===== src/hw/ncos_pkg.sv =====
// Shared constants and carriers for oscillator select and overrange pin logic
// Assumes a single 10 MHz clock domain and a plain strobe register port
package ncos_pkg;
  localparam int NCOS_CHANS = 2;
  localparam int NCOS_OSCS = 4;
  localparam int NCOS_SEL_W = 2;
  localparam int NCOS_MAG_W = 12;
  localparam int NCOS_PHASE_W = 32;
  localparam int NCOS_CNT_W = 16;
  localparam int NCOS_ADDR_W = 4;
  localparam int NCOS_DATA_W = 32;
  // Register offsets (byte addresses)
  localparam logic [NCOS_ADDR_W-1:0] NCOS_REG_CTRL = 4'h0;
  localparam logic [NCOS_ADDR_W-1:0] NCOS_REG_THR = 4'h4;
  localparam logic [NCOS_ADDR_W-1:0] NCOS_REG_PULSE = 4'h8;
  localparam logic [NCOS_ADDR_W-1:0] NCOS_REG_STAT = 4'hc;
  // Ctrl fields, second threshold field and event width
  localparam int NCOS_CTRL_SRC_BIT = 0;
  localparam int NCOS_CTRL_CPLX_BIT = 1;
  localparam int NCOS_CTRL_MASK_LSB = 4;
  localparam int NCOS_CTRL_SWSEL_LSB = 8;
  localparam int NCOS_THR2_LSB = 16;
  localparam int NCOS_EVT_W = 4;
  // Reset values, phase step base and count step
  localparam logic [NCOS_MAG_W-1:0] NCOS_THR_RST = 12'hfff;
  localparam logic [NCOS_CNT_W-1:0] NCOS_PULSE_RST = 16'h0001;
  localparam logic [NCOS_PHASE_W-1:0] NCOS_STEP_BASE = 32'h0100_0000;
  localparam logic [NCOS_CNT_W-1:0] NCOS_CNT_ONE = 16'h0001;

  typedef struct packed {
    logic [NCOS_SEL_W-1:0] sel;
    logic [NCOS_PHASE_W-1:0] phase;
  } ncos_mix_t;

  typedef enum logic [1:0] {
    NCOS_FLAG_IDLE = 2'b01,
    NCOS_FLAG_HELD = 2'b10
  } ncos_flag_st_t;
endpackage : ncos_pkg


===== src/hw/ncos_top.sv =====
// Oscillator select pins, overrange flags and sleep control for two channels
// Assumes one 10 MHz clock; select and sleep pins are asynchronous
//
// Behaviour
// Each down-converter forms a two-bit index from a low and a high select pin and mixes with that oscillator.
// Pin selection applies only while the output format mode is a complex format.
// Every oscillator keeps advancing its phase whether selected or not.
// With the select source setting at one, the active oscillator follows the select pins.
// Select pins are asynchronous and may change at any time.
// The first overrange flag rises when the magnitude exceeds the first threshold.
// The second overrange flag rises when the magnitude exceeds the second threshold.
// An overrange flag stays high at least the programmed minimum pulse length.
// While the sleep input is high, analog circuits and serializer outputs are disabled.
// Each select pin passes a two-stage synchroniser before the index updates.
// A new exceedance restarts the pulse count; the flag falls only after a quiet expiry.
//
// Chosen here: the address map and the plain strobed port.
`timescale 1ns/1ns
module ncos_top
  import ncos_pkg::*;
(
  // Clock and reset
  input wire logic ref_clk_i,
  input wire logic arst_n_i,
  // Select and sleep pins
  input wire logic ddc_a_osc_sel_lo_i,
  input wire logic ddc_a_osc_sel_hi_i,
  input wire logic ddc_b_osc_sel_lo_i,
  input wire logic ddc_b_osc_sel_hi_i,
  input wire logic sleep_input_i,
  // Converter magnitudes
  input wire logic [NCOS_MAG_W-1:0] chan_a_mag_i,
  input wire logic [NCOS_MAG_W-1:0] chan_b_mag_i,
  // Register port
  input wire logic [NCOS_ADDR_W-1:0] reg_addr_i,
  input wire logic [NCOS_DATA_W-1:0] reg_wdata_i,
  input wire logic reg_wr_i,
  input wire logic reg_rd_i,
  output logic [NCOS_DATA_W-1:0] reg_rdata_o,
  // Overrange flags
  output logic chan_a_over_flag_first_o,
  output logic chan_a_over_flag_second_o,
  output logic chan_b_over_flag_first_o,
  output logic chan_b_over_flag_second_o,
  // Mixer, power and interrupt
  output ncos_mix_t ddc_a_mix_o,
  output ncos_mix_t ddc_b_mix_o,
  output logic analog_en_o,
  output logic serializer_en_o,
  output logic irq_o
);
  // Synchronisers: 4 select pins plus sleep
  logic [4:0] pin_raw;
  logic [4:0] sync1_r, sync2_r;
  assign pin_raw = {sleep_input_i, ddc_b_osc_sel_hi_i, ddc_b_osc_sel_lo_i,
                    ddc_a_osc_sel_hi_i, ddc_a_osc_sel_lo_i};

  always_ff @(posedge ref_clk_i or negedge arst_n_i) begin
    if (!arst_n_i) begin
      sync1_r <= '0;
      sync2_r <= '0;
    end else begin
      sync1_r <= pin_raw;
      sync2_r <= sync1_r;
    end
  end

  logic sleep_s;
  logic [NCOS_SEL_W-1:0] pin_sel [NCOS_CHANS];
  assign sleep_s = sync2_r[4];
  assign pin_sel[0] = {sync2_r[1], sync2_r[0]};
  assign pin_sel[1] = {sync2_r[3], sync2_r[2]};

  // Registers
  logic [NCOS_DATA_W-1:0] ctrl_r, ctrl_nxt;
  logic [NCOS_DATA_W-1:0] thr_r, thr_nxt;
  logic [NCOS_CNT_W-1:0] pulse_r, pulse_nxt;
  logic [NCOS_EVT_W-1:0] stat_r, stat_nxt;
  logic [NCOS_DATA_W-1:0] rdata_nxt;
  logic [NCOS_EVT_W-1:0] evt;
  logic src_pins, cplx_mode;
  logic [NCOS_EVT_W-1:0] irq_mask;
  logic [NCOS_MAG_W-1:0] thr_first, thr_second;

  assign src_pins = ctrl_r[NCOS_CTRL_SRC_BIT];
  assign cplx_mode = ctrl_r[NCOS_CTRL_CPLX_BIT];
  assign irq_mask = ctrl_r[NCOS_CTRL_MASK_LSB +: NCOS_EVT_W];
  assign thr_first = thr_r[0 +: NCOS_MAG_W];
  assign thr_second = thr_r[NCOS_THR2_LSB +: NCOS_MAG_W];

  always_comb begin
    ctrl_nxt = ctrl_r;
    thr_nxt = thr_r;
    pulse_nxt = pulse_r;
    stat_nxt = stat_r;
    rdata_nxt = '0;
    if (reg_wr_i) begin
      case (reg_addr_i)
        NCOS_REG_CTRL: ctrl_nxt = reg_wdata_i;
        NCOS_REG_THR: thr_nxt = reg_wdata_i;
        NCOS_REG_PULSE: pulse_nxt = reg_wdata_i[NCOS_CNT_W-1:0];
        NCOS_REG_STAT: stat_nxt = stat_r & ~reg_wdata_i[NCOS_EVT_W-1:0];
        default: ;
      endcase
    end
    stat_nxt = stat_nxt | evt; // Set wins over clear
    if (reg_rd_i) begin
      case (reg_addr_i)
        NCOS_REG_CTRL: rdata_nxt = ctrl_r;
        NCOS_REG_THR: rdata_nxt = thr_r;
        NCOS_REG_PULSE: rdata_nxt = {{(NCOS_DATA_W-NCOS_CNT_W){1'b0}}, pulse_r};
        NCOS_REG_STAT: rdata_nxt = {{(NCOS_DATA_W-NCOS_EVT_W){1'b0}}, stat_r};
        default: rdata_nxt = '0;
      endcase
    end
  end

  always_ff @(posedge ref_clk_i or negedge arst_n_i) begin
    if (!arst_n_i) begin
      ctrl_r <= '0;
      thr_r <= {{(NCOS_DATA_W-NCOS_THR2_LSB-NCOS_MAG_W){1'b0}}, NCOS_THR_RST,
                {(NCOS_THR2_LSB-NCOS_MAG_W){1'b0}}, NCOS_THR_RST};
      pulse_r <= NCOS_PULSE_RST;
      stat_r <= '0;
      reg_rdata_o <= '0;
      irq_o <= 1'b0;
    end else begin
      ctrl_r <= ctrl_nxt;
      thr_r <= thr_nxt;
      pulse_r <= pulse_nxt;
      stat_r <= stat_nxt;
      reg_rdata_o <= rdata_nxt;
      irq_o <= |(stat_nxt & irq_mask);
    end
  end

  // Oscillators: all phases advance every cycle
  logic [NCOS_PHASE_W-1:0] phase_r [NCOS_CHANS][NCOS_OSCS];
  logic [NCOS_PHASE_W-1:0] phase_nxt [NCOS_CHANS][NCOS_OSCS];
  logic [NCOS_SEL_W-1:0] act_r [NCOS_CHANS];
  logic [NCOS_SEL_W-1:0] act_nxt [NCOS_CHANS];
  ncos_mix_t mix_nxt [NCOS_CHANS];

  genvar c, o;
  generate
    for (c = 0; c < NCOS_CHANS; c++) begin : g_chan
      for (o = 0; o < NCOS_OSCS; o++) begin : g_osc
        always_comb begin
          phase_nxt[c][o] = phase_r[c][o] + NCOS_STEP_BASE * NCOS_PHASE_W'(o + 1 + c);
        end
        always_ff @(posedge ref_clk_i or negedge arst_n_i) begin
          if (!arst_n_i) begin
            phase_r[c][o] <= '0;
          end else begin
            phase_r[c][o] <= phase_nxt[c][o];
          end
        end
      end
      always_comb begin
        act_nxt[c] = act_r[c];
        if (cplx_mode) begin
          if (src_pins) begin
            act_nxt[c] = pin_sel[c];
          end else begin
            act_nxt[c] = ctrl_r[NCOS_CTRL_SWSEL_LSB + c*NCOS_SEL_W +: NCOS_SEL_W];
          end
        end
        mix_nxt[c].sel = act_r[c];
        mix_nxt[c].phase = phase_r[c][act_r[c]];
      end
      always_ff @(posedge ref_clk_i or negedge arst_n_i) begin
        if (!arst_n_i) begin
          act_r[c] <= '0;
        end else begin
          act_r[c] <= act_nxt[c];
        end
      end
    end
  endgenerate

  always_ff @(posedge ref_clk_i or negedge arst_n_i) begin
    if (!arst_n_i) begin
      ddc_a_mix_o <= '0;
      ddc_b_mix_o <= '0;
      analog_en_o <= 1'b0;
      serializer_en_o <= 1'b0;
    end else begin
      ddc_a_mix_o <= mix_nxt[0];
      ddc_b_mix_o <= mix_nxt[1];
      analog_en_o <= !sleep_s;
      serializer_en_o <= !sleep_s;
    end
  end

  // Overrange flags, order: a first, a second, b first, b second
  logic [3:0] flag;
  logic [NCOS_MAG_W-1:0] f_mag [4];
  logic [NCOS_MAG_W-1:0] f_thr [4];
  assign f_mag[0] = chan_a_mag_i;
  assign f_mag[1] = chan_a_mag_i;
  assign f_mag[2] = chan_b_mag_i;
  assign f_mag[3] = chan_b_mag_i;
  assign f_thr[0] = thr_first;
  assign f_thr[1] = thr_second;
  assign f_thr[2] = thr_first;
  assign f_thr[3] = thr_second;

  genvar f;
  generate
    for (f = 0; f < 4; f++) begin : g_flag
      ncos_over_flag u_flag (
        .ref_clk_i(ref_clk_i),
        .arst_n_i(arst_n_i),
        .mag_i(f_mag[f]),
        .thr_i(f_thr[f]),
        .min_len_i(pulse_r),
        .enable_i(!sleep_s),
        .flag_o(flag[f]),
        .rise_o(evt[f])
      );
    end
  endgenerate

  assign chan_a_over_flag_first_o = flag[0];
  assign chan_a_over_flag_second_o = flag[1];
  assign chan_b_over_flag_first_o = flag[2];
  assign chan_b_over_flag_second_o = flag[3];

  // Checks
  a_sel_follows_pins: assert property (@(posedge ref_clk_i) disable iff (!arst_n_i)
    (cplx_mode && src_pins) |=> act_r[0] == $past(pin_sel[0]))
    else $error("channel a index did not follow pins");
  a_sel_held_real: assert property (@(posedge ref_clk_i) disable iff (!arst_n_i)
    !$past(cplx_mode) |-> $stable(act_r[1]))
    else $error("index changed outside complex mode");
  a_phase_runs: assert property (@(posedge ref_clk_i) disable iff (!arst_n_i)
    1 |=> phase_r[0][3] != $past(phase_r[0][3]))
    else $error("unselected oscillator stalled");
  a_mix_pick: assert property (@(posedge ref_clk_i) disable iff (!arst_n_i)
    1 |=> ddc_a_mix_o.phase == $past(phase_r[0][act_r[0]]))
    else $error("mixer phase not from active oscillator");
  a_sync_two: assert property (@(posedge ref_clk_i) disable iff (!arst_n_i)
    $rose(ddc_a_osc_sel_lo_i) ##1 ddc_a_osc_sel_lo_i |=> sync2_r[0])
    else $error("synchroniser latency wrong");
  a_over_first: assert property (@(posedge ref_clk_i) disable iff (!arst_n_i)
    (!sleep_s && chan_a_mag_i > thr_first) |=> chan_a_over_flag_first_o)
    else $error("first flag missed exceedance");
  a_over_second: assert property (@(posedge ref_clk_i) disable iff (!arst_n_i)
    (!sleep_s && chan_b_mag_i > thr_second) |=> chan_b_over_flag_second_o)
    else $error("second flag missed exceedance");
  a_pulse_min: assert property (@(posedge ref_clk_i) disable iff (!arst_n_i)
    ($rose(flag[0]) && pulse_r == 16'h0003 && $stable(pulse_r)) |-> flag[0][*3])
    else $error("flag shorter than minimum");
  a_sleep_off: assert property (@(posedge ref_clk_i) disable iff (!arst_n_i)
    sleep_s |=> !analog_en_o && !serializer_en_o)
    else $error("outputs alive in sleep");
endmodule : ncos_top


===== src/hw/ncos_over_flag.sv =====
// One overrange flag with minimum pulse length stretch
// Assumes magnitude and threshold come from the same clock domain
`timescale 1ns/1ns
module ncos_over_flag
  import ncos_pkg::*;
(
  // Clock and reset
  input wire logic ref_clk_i,
  input wire logic arst_n_i,
  // Detection
  input wire logic [NCOS_MAG_W-1:0] mag_i,
  input wire logic [NCOS_MAG_W-1:0] thr_i,
  input wire logic [NCOS_CNT_W-1:0] min_len_i,
  input wire logic enable_i,
  // Flag
  output logic flag_o,
  output logic rise_o
);
  ncos_flag_st_t st_r, st_nxt;
  logic [NCOS_CNT_W-1:0] cnt_r, cnt_nxt;
  logic rise_nxt;
  logic hit;

  assign hit = enable_i && (mag_i > thr_i);

  always_comb begin
    st_nxt = st_r;
    cnt_nxt = cnt_r;
    rise_nxt = 1'b0;
    case (st_r)
      NCOS_FLAG_IDLE: begin
        if (hit) begin
          st_nxt = NCOS_FLAG_HELD;
          cnt_nxt = min_len_i;
          rise_nxt = 1'b1;
        end
      end
      NCOS_FLAG_HELD: begin
        if (hit) begin
          cnt_nxt = min_len_i;
        end else if (cnt_r <= NCOS_CNT_ONE) begin
          st_nxt = NCOS_FLAG_IDLE;
          cnt_nxt = '0;
        end else begin
          cnt_nxt = cnt_r - NCOS_CNT_ONE;
        end
      end
      default: begin
        st_nxt = NCOS_FLAG_IDLE;
        cnt_nxt = '0;
      end
    endcase
  end

  always_ff @(posedge ref_clk_i or negedge arst_n_i) begin
    if (!arst_n_i) begin
      st_r <= NCOS_FLAG_IDLE;
      cnt_r <= '0;
      rise_o <= 1'b0;
    end else begin
      st_r <= st_nxt;
      cnt_r <= cnt_nxt;
      rise_o <= rise_nxt;
    end
  end

  assign flag_o = (st_r == NCOS_FLAG_HELD);
endmodule : ncos_over_flag


===== config.mk =====
export PLATFORM = sky130hd
export DESIGN_NAME = ncos_top
export DESIGN_NICKNAME = d
export VERILOG_FILES = /design/src/hw/ncos_pkg.sv /design/src/hw/ncos_top.sv /design/src/hw/ncos_over_flag.sv
export SDC_FILE = /design/constraint.sdc
export NUM_CORES = 1
export LEC_CHECK = 0
export BUFFER_PORTS_ARGS = -buffer_cell sky130_fd_sc_hd__buf_2
export CELL_PAD_IN_SITES_DETAIL_PLACEMENT = 0
export CELL_PAD_IN_SITES_GLOBAL_PLACEMENT = 1
export CORE_MARGIN = 2
export CORE_UTILIZATION = 50
export CTS_BUF_LIST = sky130_fd_sc_hd__clkbuf_8
export CTS_CLUSTER_DIAMETER = 30
export CTS_CLUSTER_SIZE = 40
export DETAILED_ROUTE_END_ITERATION = 12
export PLACE_DENSITY_LB_ADDON = 0.1
export SYNTH_ARGS = -nofsm -noshare
export SYNTH_HDL_FRONTEND = slang
export SYNTH_SLANG_ARGS = --single-unit

===== constraint.sdc =====
create_clock -name ref_clk_i -period 3.95 [get_ports ref_clk_i]
set_clock_uncertainty 0.05 [all_clocks]
set_input_delay 0.9875 -clock ref_clk_i [delete_from_list [all_inputs] [get_ports ref_clk_i]]
set_output_delay 0.9875 -clock ref_clk_i [all_outputs]
set_load 0.02 [all_outputs]

# --- Word-level counts from Yosys, hierarchy flattened ---
# Index checks and enable logic that the tools add are counted.
word_totals:
  memories: 0
  romBits: 0
  reg_bits: 532
  in_bits: 69
  latchBits: 0
  mem_bits_rw: 0
op_classes:
  n_mux: 52
  shift: 0
  n_mul: 0
  n_div: 0
  magnitude_cmp: 10
  n_addsub: 12
  n_reduce_logical: 14
  bitwise: 6
  n_eq_ne: 23
ops:
  columns: ["op", "count"]
  rows:
  - ["16-bit two-way mux", 12]
  - ["32-bit two-way mux", 5]
  - ["32-bit by 26-bit adder with 32-bit output (second input constant)", 4]
  - ["32-bit binary-select mux with 2-bit select", 2]
  - ["16-bit one-hot mux with 2 select lines", 4]
  - ["32-bit one-hot mux with 4 select lines", 1]
  - ["32-bit by 27-bit adder with 32-bit output (second input constant)", 3]
  - ["16-bit by 1-bit <= comparator with 1-bit output (second input constant)", 4]
  - ["16-bit by 1-bit subtractor with 16-bit output (second input constant)", 4]
  - ["12-bit > comparator", 4]
  - ["32-bit by 25-bit adder with 32-bit output (second input constant)", 1]
  - ["2-bit two-way mux", 14]
  - ["2-bit by 1-bit != test with 1-bit output (second input constant)", 8]
  - ["2-bit one-hot mux with 2 select lines", 4]
  - ["3-bit AND reduction", 4]
  - ["4-bit bitwise AND", 2]
  - ["2-bit by 1-bit equality test with 1-bit output (second input constant)", 4]
  - ["2-bit equality test (second input constant)", 4]
  - ["4-bit equality test (second input constant)", 2]
  - ["1-bit two-way mux", 8]
  - ["4-bit two-way mux", 2]
  - ["2-bit != test (second input constant)", 4]
  - ["3-bit greater-or-equal comparator (second input constant)", 2]
  - ["2-bit inverter with 3-bit output", 2]
  - ["other kinds (8)", 13]

# --- Logic depth before layout (Yosys ltp) ---
depth:
  word_depth: 7
  ltp_mapped: 11
  depth_no_buf: 8

# --- By module ---
# From an unflattened synthesis, not the netlist that was laid out.
unflattened:
  hier_cells: 1382
  area_unflattened_um2: 15144.5
by_module_without_submodules:
  columns: ["module", "area_each_um2", "cells_each", "instances"]
  rows:
  - ["ncos_top", 8513.2, 598, 1]
  - ["ncos_over_flag", 1657.8, 196, 4]

# --- Least setup slack after synthesis ---
# Ideal clock, no wire load.
synth_path:
  kind: "input to register"
  startpoint: "in chan_a_mag_i[9]"
  endpoint: "reg g_flag[1].u_flag.cnt_r[13]"
  path_buffers: 1
  cell_stages: 8
  path_slack_ns: 1.089
  setup_ns: 0.135
  arrival_time_ns: 2.676
  path_cell_list: "ha_1 a21oi_1 o21ai_0 a2111oi_0 a211oi_2 clkbuf_1 a221oi_1 a21oi_1"
synth_between:
  elab_chain_cells: 4
  elab_cells_between_ends: 5
  cone_classes: "order compare: 1; eq/ne: 1; mux: 2; reduce/logical: 1"
synth_lines:
  columns: ["item", "line", "text"]
  rows:
  - ["start: declaration", "ncos_top.sv:32", "input wire logic [NCOS_MAG_W-1:0] chan_a_mag_i,"]
  - ["12-bit > comparator *", "ncos_over_flag.sv:24", "assign hit = enable_i && (mag_i > thr_i);"]
  - ["1-bit logical AND *", "ncos_over_flag.sv:24", null]
  - ["16-bit two-way mux", "ncos_over_flag.sv:39", "if (hit) begin"]
  - ["16-bit one-hot mux with 2 select lines", "ncos_over_flag.sv:30", "case (st_r)"]
  - ["end signal: assignment", "ncos_over_flag.sv:62", "cnt_r <= cnt_nxt;"]
  - ["end: declaration", "ncos_over_flag.sv:20", "logic [NCOS_CNT_W-1:0] cnt_r, cnt_nxt;"]
# Mark *: on every way between the ends. The rest lies on a longest branch, timed or not.
# A chain may end at the register's enable or synchronous reset.

# --- Worst setup path in the final report ---
layout_path:
  startpoint: "reg thr_r[11]"
  endpoint: "reg g_flag[2].u_flag.cnt_r[9]"
layout_between:
  elab_chain_cells: 4
  elab_cells_between_ends: 5
  cone_classes: "order compare: 1; eq/ne: 1; mux: 2; reduce/logical: 1"
layout_lines:
  columns: ["item", "line", "text"]
  rows:
  - ["start: declaration", "ncos_top.sv:76", "logic [NCOS_DATA_W-1:0] thr_r, thr_nxt;"]
  - ["start signal: assignment", "ncos_top.sv:121", "thr_r <= {{(NCOS_DATA_W-NCOS_THR2_LSB-NCOS_MAG_W){1'b0}}, NCOS_THR_RST,"]
  - ["start signal: assignment", "ncos_top.sv:129", "thr_r <= thr_nxt;"]
  - ["12-bit > comparator *", "ncos_over_flag.sv:24", null]
  - ["1-bit logical AND *", "ncos_over_flag.sv:24", null]
  - ["16-bit two-way mux", "ncos_over_flag.sv:39", null]
  - ["16-bit one-hot mux with 2 select lines", "ncos_over_flag.sv:30", null]
  - ["end signal: assignment", "ncos_over_flag.sv:62", null]
  - ["end: declaration", "ncos_over_flag.sv:20", null]
# Marks and branches as above.

==> reports/metrics.csv <==
stage,metric,value,unit
critical_path,path_max_fanout,22,
clock_tree,cts-root-buf,clkbuf_8,
die,coreArea,29500,um2
sta,max_slew.worst_pin.slew,1060,ps
place,globalplace.congestion,0.837,
power_and_ir_drop,seqPwrFrac,34.7,%
drt,drcViolationCount,0,
drt,vias_per_cell,5.61,
power_and_ir_drop,vdd_drop_max,401,uV
place,numPortBuffers,127,
flow_run,drv_cap,0,
drt,drt_pass1_iterations,6,
critical_path,arrival,3410,ps
sta,setup_viol,0,
sta,period_needed,3040,ps
die,num_rows,63,
global_route,grt_pass1_wl,60000,um
synth,yosysWarnings,0,
drt,wl_per_cell,18.8,um
power_and_ir_drop,p_leak,8.09,nW
sta,finalCritPeriodShare,77.1,%
clock_tree,ctsHtreeMaxLevel,3,
sta,maxSlewViolCount,0,
global_route,grt_pass1_vias,11417,
sta,rsz0062_at_grt,no,
clock_tree,clk_pin_slew,60,ps
synth,synth_area_leaders,"dfrtp_1 (43%), mux2_2 (6.8%), ha_1 (6.0%)",
global_route,grt_usage,24.4,%
clock_tree,cts_buffers,71,
synth,ys.flop_type,dfrtp_1,
layout,multiInputGateArea,7100,um2
synth,synth_edf_count,0,
critical_path,crit_path_start_kind,flop,
status,outcome,"complete, no violations",
power_and_ir_drop,intPower,0.00767,W
die,die_h,177,um
synth,synth_seq_cells,286,
synth,synth_cells,1391,
critical_path,required,4320,ps
synth,async_reset_ff_share,100,%
synth,synth_cell_types,81,
sta,fin_tns_setup,0,ps
die,die_x,177,um
power_and_ir_drop,clockPowerShare,31.0,%
synth,synth_top_area_cell,dfrtp_1,
clock_tree,cts_hold_buf,0,
layout,drive_gt1_share,25.7,%
drt,drt_wl_total,37700,um
layout,nFillCells,2621,
global_route,grt_overflow,0,
drt,ant_nets,0,
drt,dr.first_iter.drc_count,619,
global_route,grt_max_degree,87,
power_and_ir_drop,switching_share,38.1,%
clock_tree,cts_buffer_depth,3,
clock_tree,cts-resized-gates,0,
clock_tree,insertion_delay,600,ps
sta,max_freq,329,MHz
synth,ys_seq_area_share,48.2,%
global_route,antenna_found_initial,4,
place,dpl.hpwl,25900,um
die,io_pins,176,
layout,nets,1695,
synth,synth_area_per_cell,10.7,um2
die,start_util,50.6,%
layout,ff_latch_area,7190,um2
drt,num_vias,11237,
layout,synthToLayoutAreaGrowth,16.8,%
critical_path,crit_path_end_kind,flop,
sta,slew_headroom,27.8,%
clock_tree,cts_sinks,286,
clock_tree,cts_tree,built,
critical_path,r2r_slack,910,ps
synth,post-synth-top-area-fraction,43.1,%
critical_path,crit_type,reg -> reg,
die,dieArea,31200,um2
clock_tree,post-cts-setup-buffers,0,
power_and_ir_drop,p_per_area,711,nW/um2
power_and_ir_drop,power.switching,0.00472,W
sta,hold_violations,0,
worst_hold_path,hold_path.class,reg -> reg,
power_and_ir_drop,p_total,0.0124,W
synth,syn_area,14900,um2
power_and_ir_drop,p_comb_share,34.3,%
-- flip-flops by register name, summed over array words and instances, names as in the netlist --
register	flops
act_r	4
g_flag.u_flag.cnt_r	64
reg_rdata_o	32
serializer_en_o	1
stat_r	4
g_flag.u_flag.st_r	8
irq_o	1
pulse_r	16
ctrl_r	32
sync1_r	5
thr_r	32
ddc_a_mix_o	10
phase_r	58
ddc_b_mix_o	10
sync2_r	5
g_flag.u_flag.rise_o	4
-- cell usage after synthesis, types with 9 or more instances --
| library cell | instances |
|---|---|
| dfrtp_1 | 257 |
| nor2_1 | 105 |
| a21oi_1 | 100 |
| mux2_2 | 90 |
| ha_1 | 72 |
| nand2_1 | 63 |
| inv_1 | 61 |
| o21ai_0 | 51 |
| buf_4 | 50 |
| nand3_1 | 49 |
| clkbuf_1 | 40 |
| xnor2_1 | 40 |
| a22oi_1 | 29 |
| dfstp_2 | 29 |
| mux2i_1 | 27 |
| nor2b_1 | 27 |
| nor3_1 | 27 |
| xor2_1 | 21 |
| nor4_1 | 16 |
| a21o_1 | 15 |
| nand4_1 | 15 |
| o211ai_1 | 13 |
| a222oi_1 | 12 |
| mux4_2 | 12 |
| o22ai_1 | 11 |
| buf_2 | 10 |
| o31ai_1 | 10 |
| and3_1 | 9 |
| nand2b_1 | 9 |
-- critical path, cell delays in order, from the launching register on --
cell	delay (ps)
dfstp_2	540
inv_1	70
ha_1	320
nand2_1	80
o211ai_1	180
o31a_1	150
o311a_1	810
buf_4	350
mux2i_1	200
o211ai_1	110
-- area by class of cell --
type | instances | area share [%]
clock buffer | 82 | 6.47
tap | 390 | 2.80
timing repair buffer | 151 | 4.88
sequential | 286 | 41.3
multi-input combinational | 983 | 40.7
clock inverter | 49 | 2.54
inverter | 61 | 1.31
antenna | 1 | 0.0144
-- metrics by stage --
stage	hold WS [ps]	area [um2]	setup slack [ps]	std cells	util [%]
2_1_floorplan	281	15100	1090	1438	-
3_3_place_gp	287	15900	471	1871	53.8
3_5_place_dp	292	15900	463	1871	53.8
4_1_cts	311	17400	908	2002	59.1
5_1_grt	318	17400	687	2003	59.1
6_report	307	17400	906	2003	59.1
-- placed cells by master, fill, tap and decap left out, types with 6 or more instances in the layout --
| cell | count |
|---|---|
| o211ai_1 | 13 |
| nor2_1 | 105 |
| a21oi_1 | 100 |
| nor4_1 | 16 |
| o31ai_1 | 10 |
| o22ai_1 | 11 |
| nand2_1 | 63 |
| clkinv_2 | 6 |
| buf_2 | 126 |
| xnor2_1 | 40 |
| o21ai_0 | 51 |
| nand2b_1 | 9 |
| ha_1 | 72 |
| a222oi_1 | 12 |
| and3_1 | 9 |
| clkinv_4 | 9 |
| nor2b_1 | 27 |
| conb_1 | 48 |
| mux2_2 | 90 |
| or3_1 | 8 |
| clkbuf_8 | 82 |
| bufinv_16 | 6 |
| dfstp_2 | 29 |
| a22oi_1 | 29 |
| mux4_2 | 12 |
| xor2_1 | 21 |
| nand3_1 | 49 |
| nor3_1 | 27 |
| buf_4 | 22 |
| a21o_1 | 15 |
| inv_1 | 79 |
| mux2i_1 | 27 |
| or4_1 | 8 |
| dfrtp_1 | 257 |
| nand4_1 | 15 |
-- power by group through the flow --
stage	clock (W)	sequential, W	combinational, W
3_3_place_gp	0	0.00432	0.00419
6_report	0.00385	0.00429	0.00425
2_1_floorplan	0	0.00408	0.00331
5_1_grt	0.00410	0.00439	0.00471
3_5_place_dp	0	0.00433	0.00422
4_1_cts	0.00394	0.00429	0.00424
-- cells by family (layout without fill, tap and decap cells) --
group | after synthesis | in the layout | synth area share, %
flops | 286 | 286 | 48.2
fa+ha+maj | 72 | 72 | 6.04
other cells | 1 | 49 | 0.0251
buf+inv | 169 | 343 | 5.64
mux | 129 | 129 | 10.4
compound gates | 300 | 300 | 13.2
xor+xnor | 61 | 61 | 3.58
simple gates | 373 | 373 | 12.9
-- per-layer routing --
layer	part of all wire, %	GRT usage, %	up-vias
met5	0.053	0	-
met2	47	38.8	297
met4	3.2	9.50	4
met1	44	32.1	5533
met3	6.0	6.27	91
li1	-	-	5312
-- worst paths after layout --
| kind | from | end | cells past startpoint |
|---|---|---|---|
| min | sync1_r[4]$_DFF_PN0_ | sync2_r[4]$_DFF_PN0_ | 0 |
| max in group asynchronous | arst_n_i | g_flag[3].u_flag.st_r[0]$_DFFE_PN1P_ | 2 |
| min reg2reg | sync1_r[4]$_DFF_PN0_ | sync2_r[4]$_DFF_PN0_ | 0 |
| max reg2reg | thr_r[11]$_DFFE_PN1P_ | g_flag[2].u_flag.cnt_r[9]$_DFFE_PN0P_ | 9 |
| min in group asynchronous | arst_n_i | phase_r[157]$_DFF_PN0_ | 1 |
| max | thr_r[11]$_DFFE_PN1P_ | g_flag[2].u_flag.cnt_r[9]$_DFFE_PN0P_ | 9 |
Power figures use the tool's default switching activity.
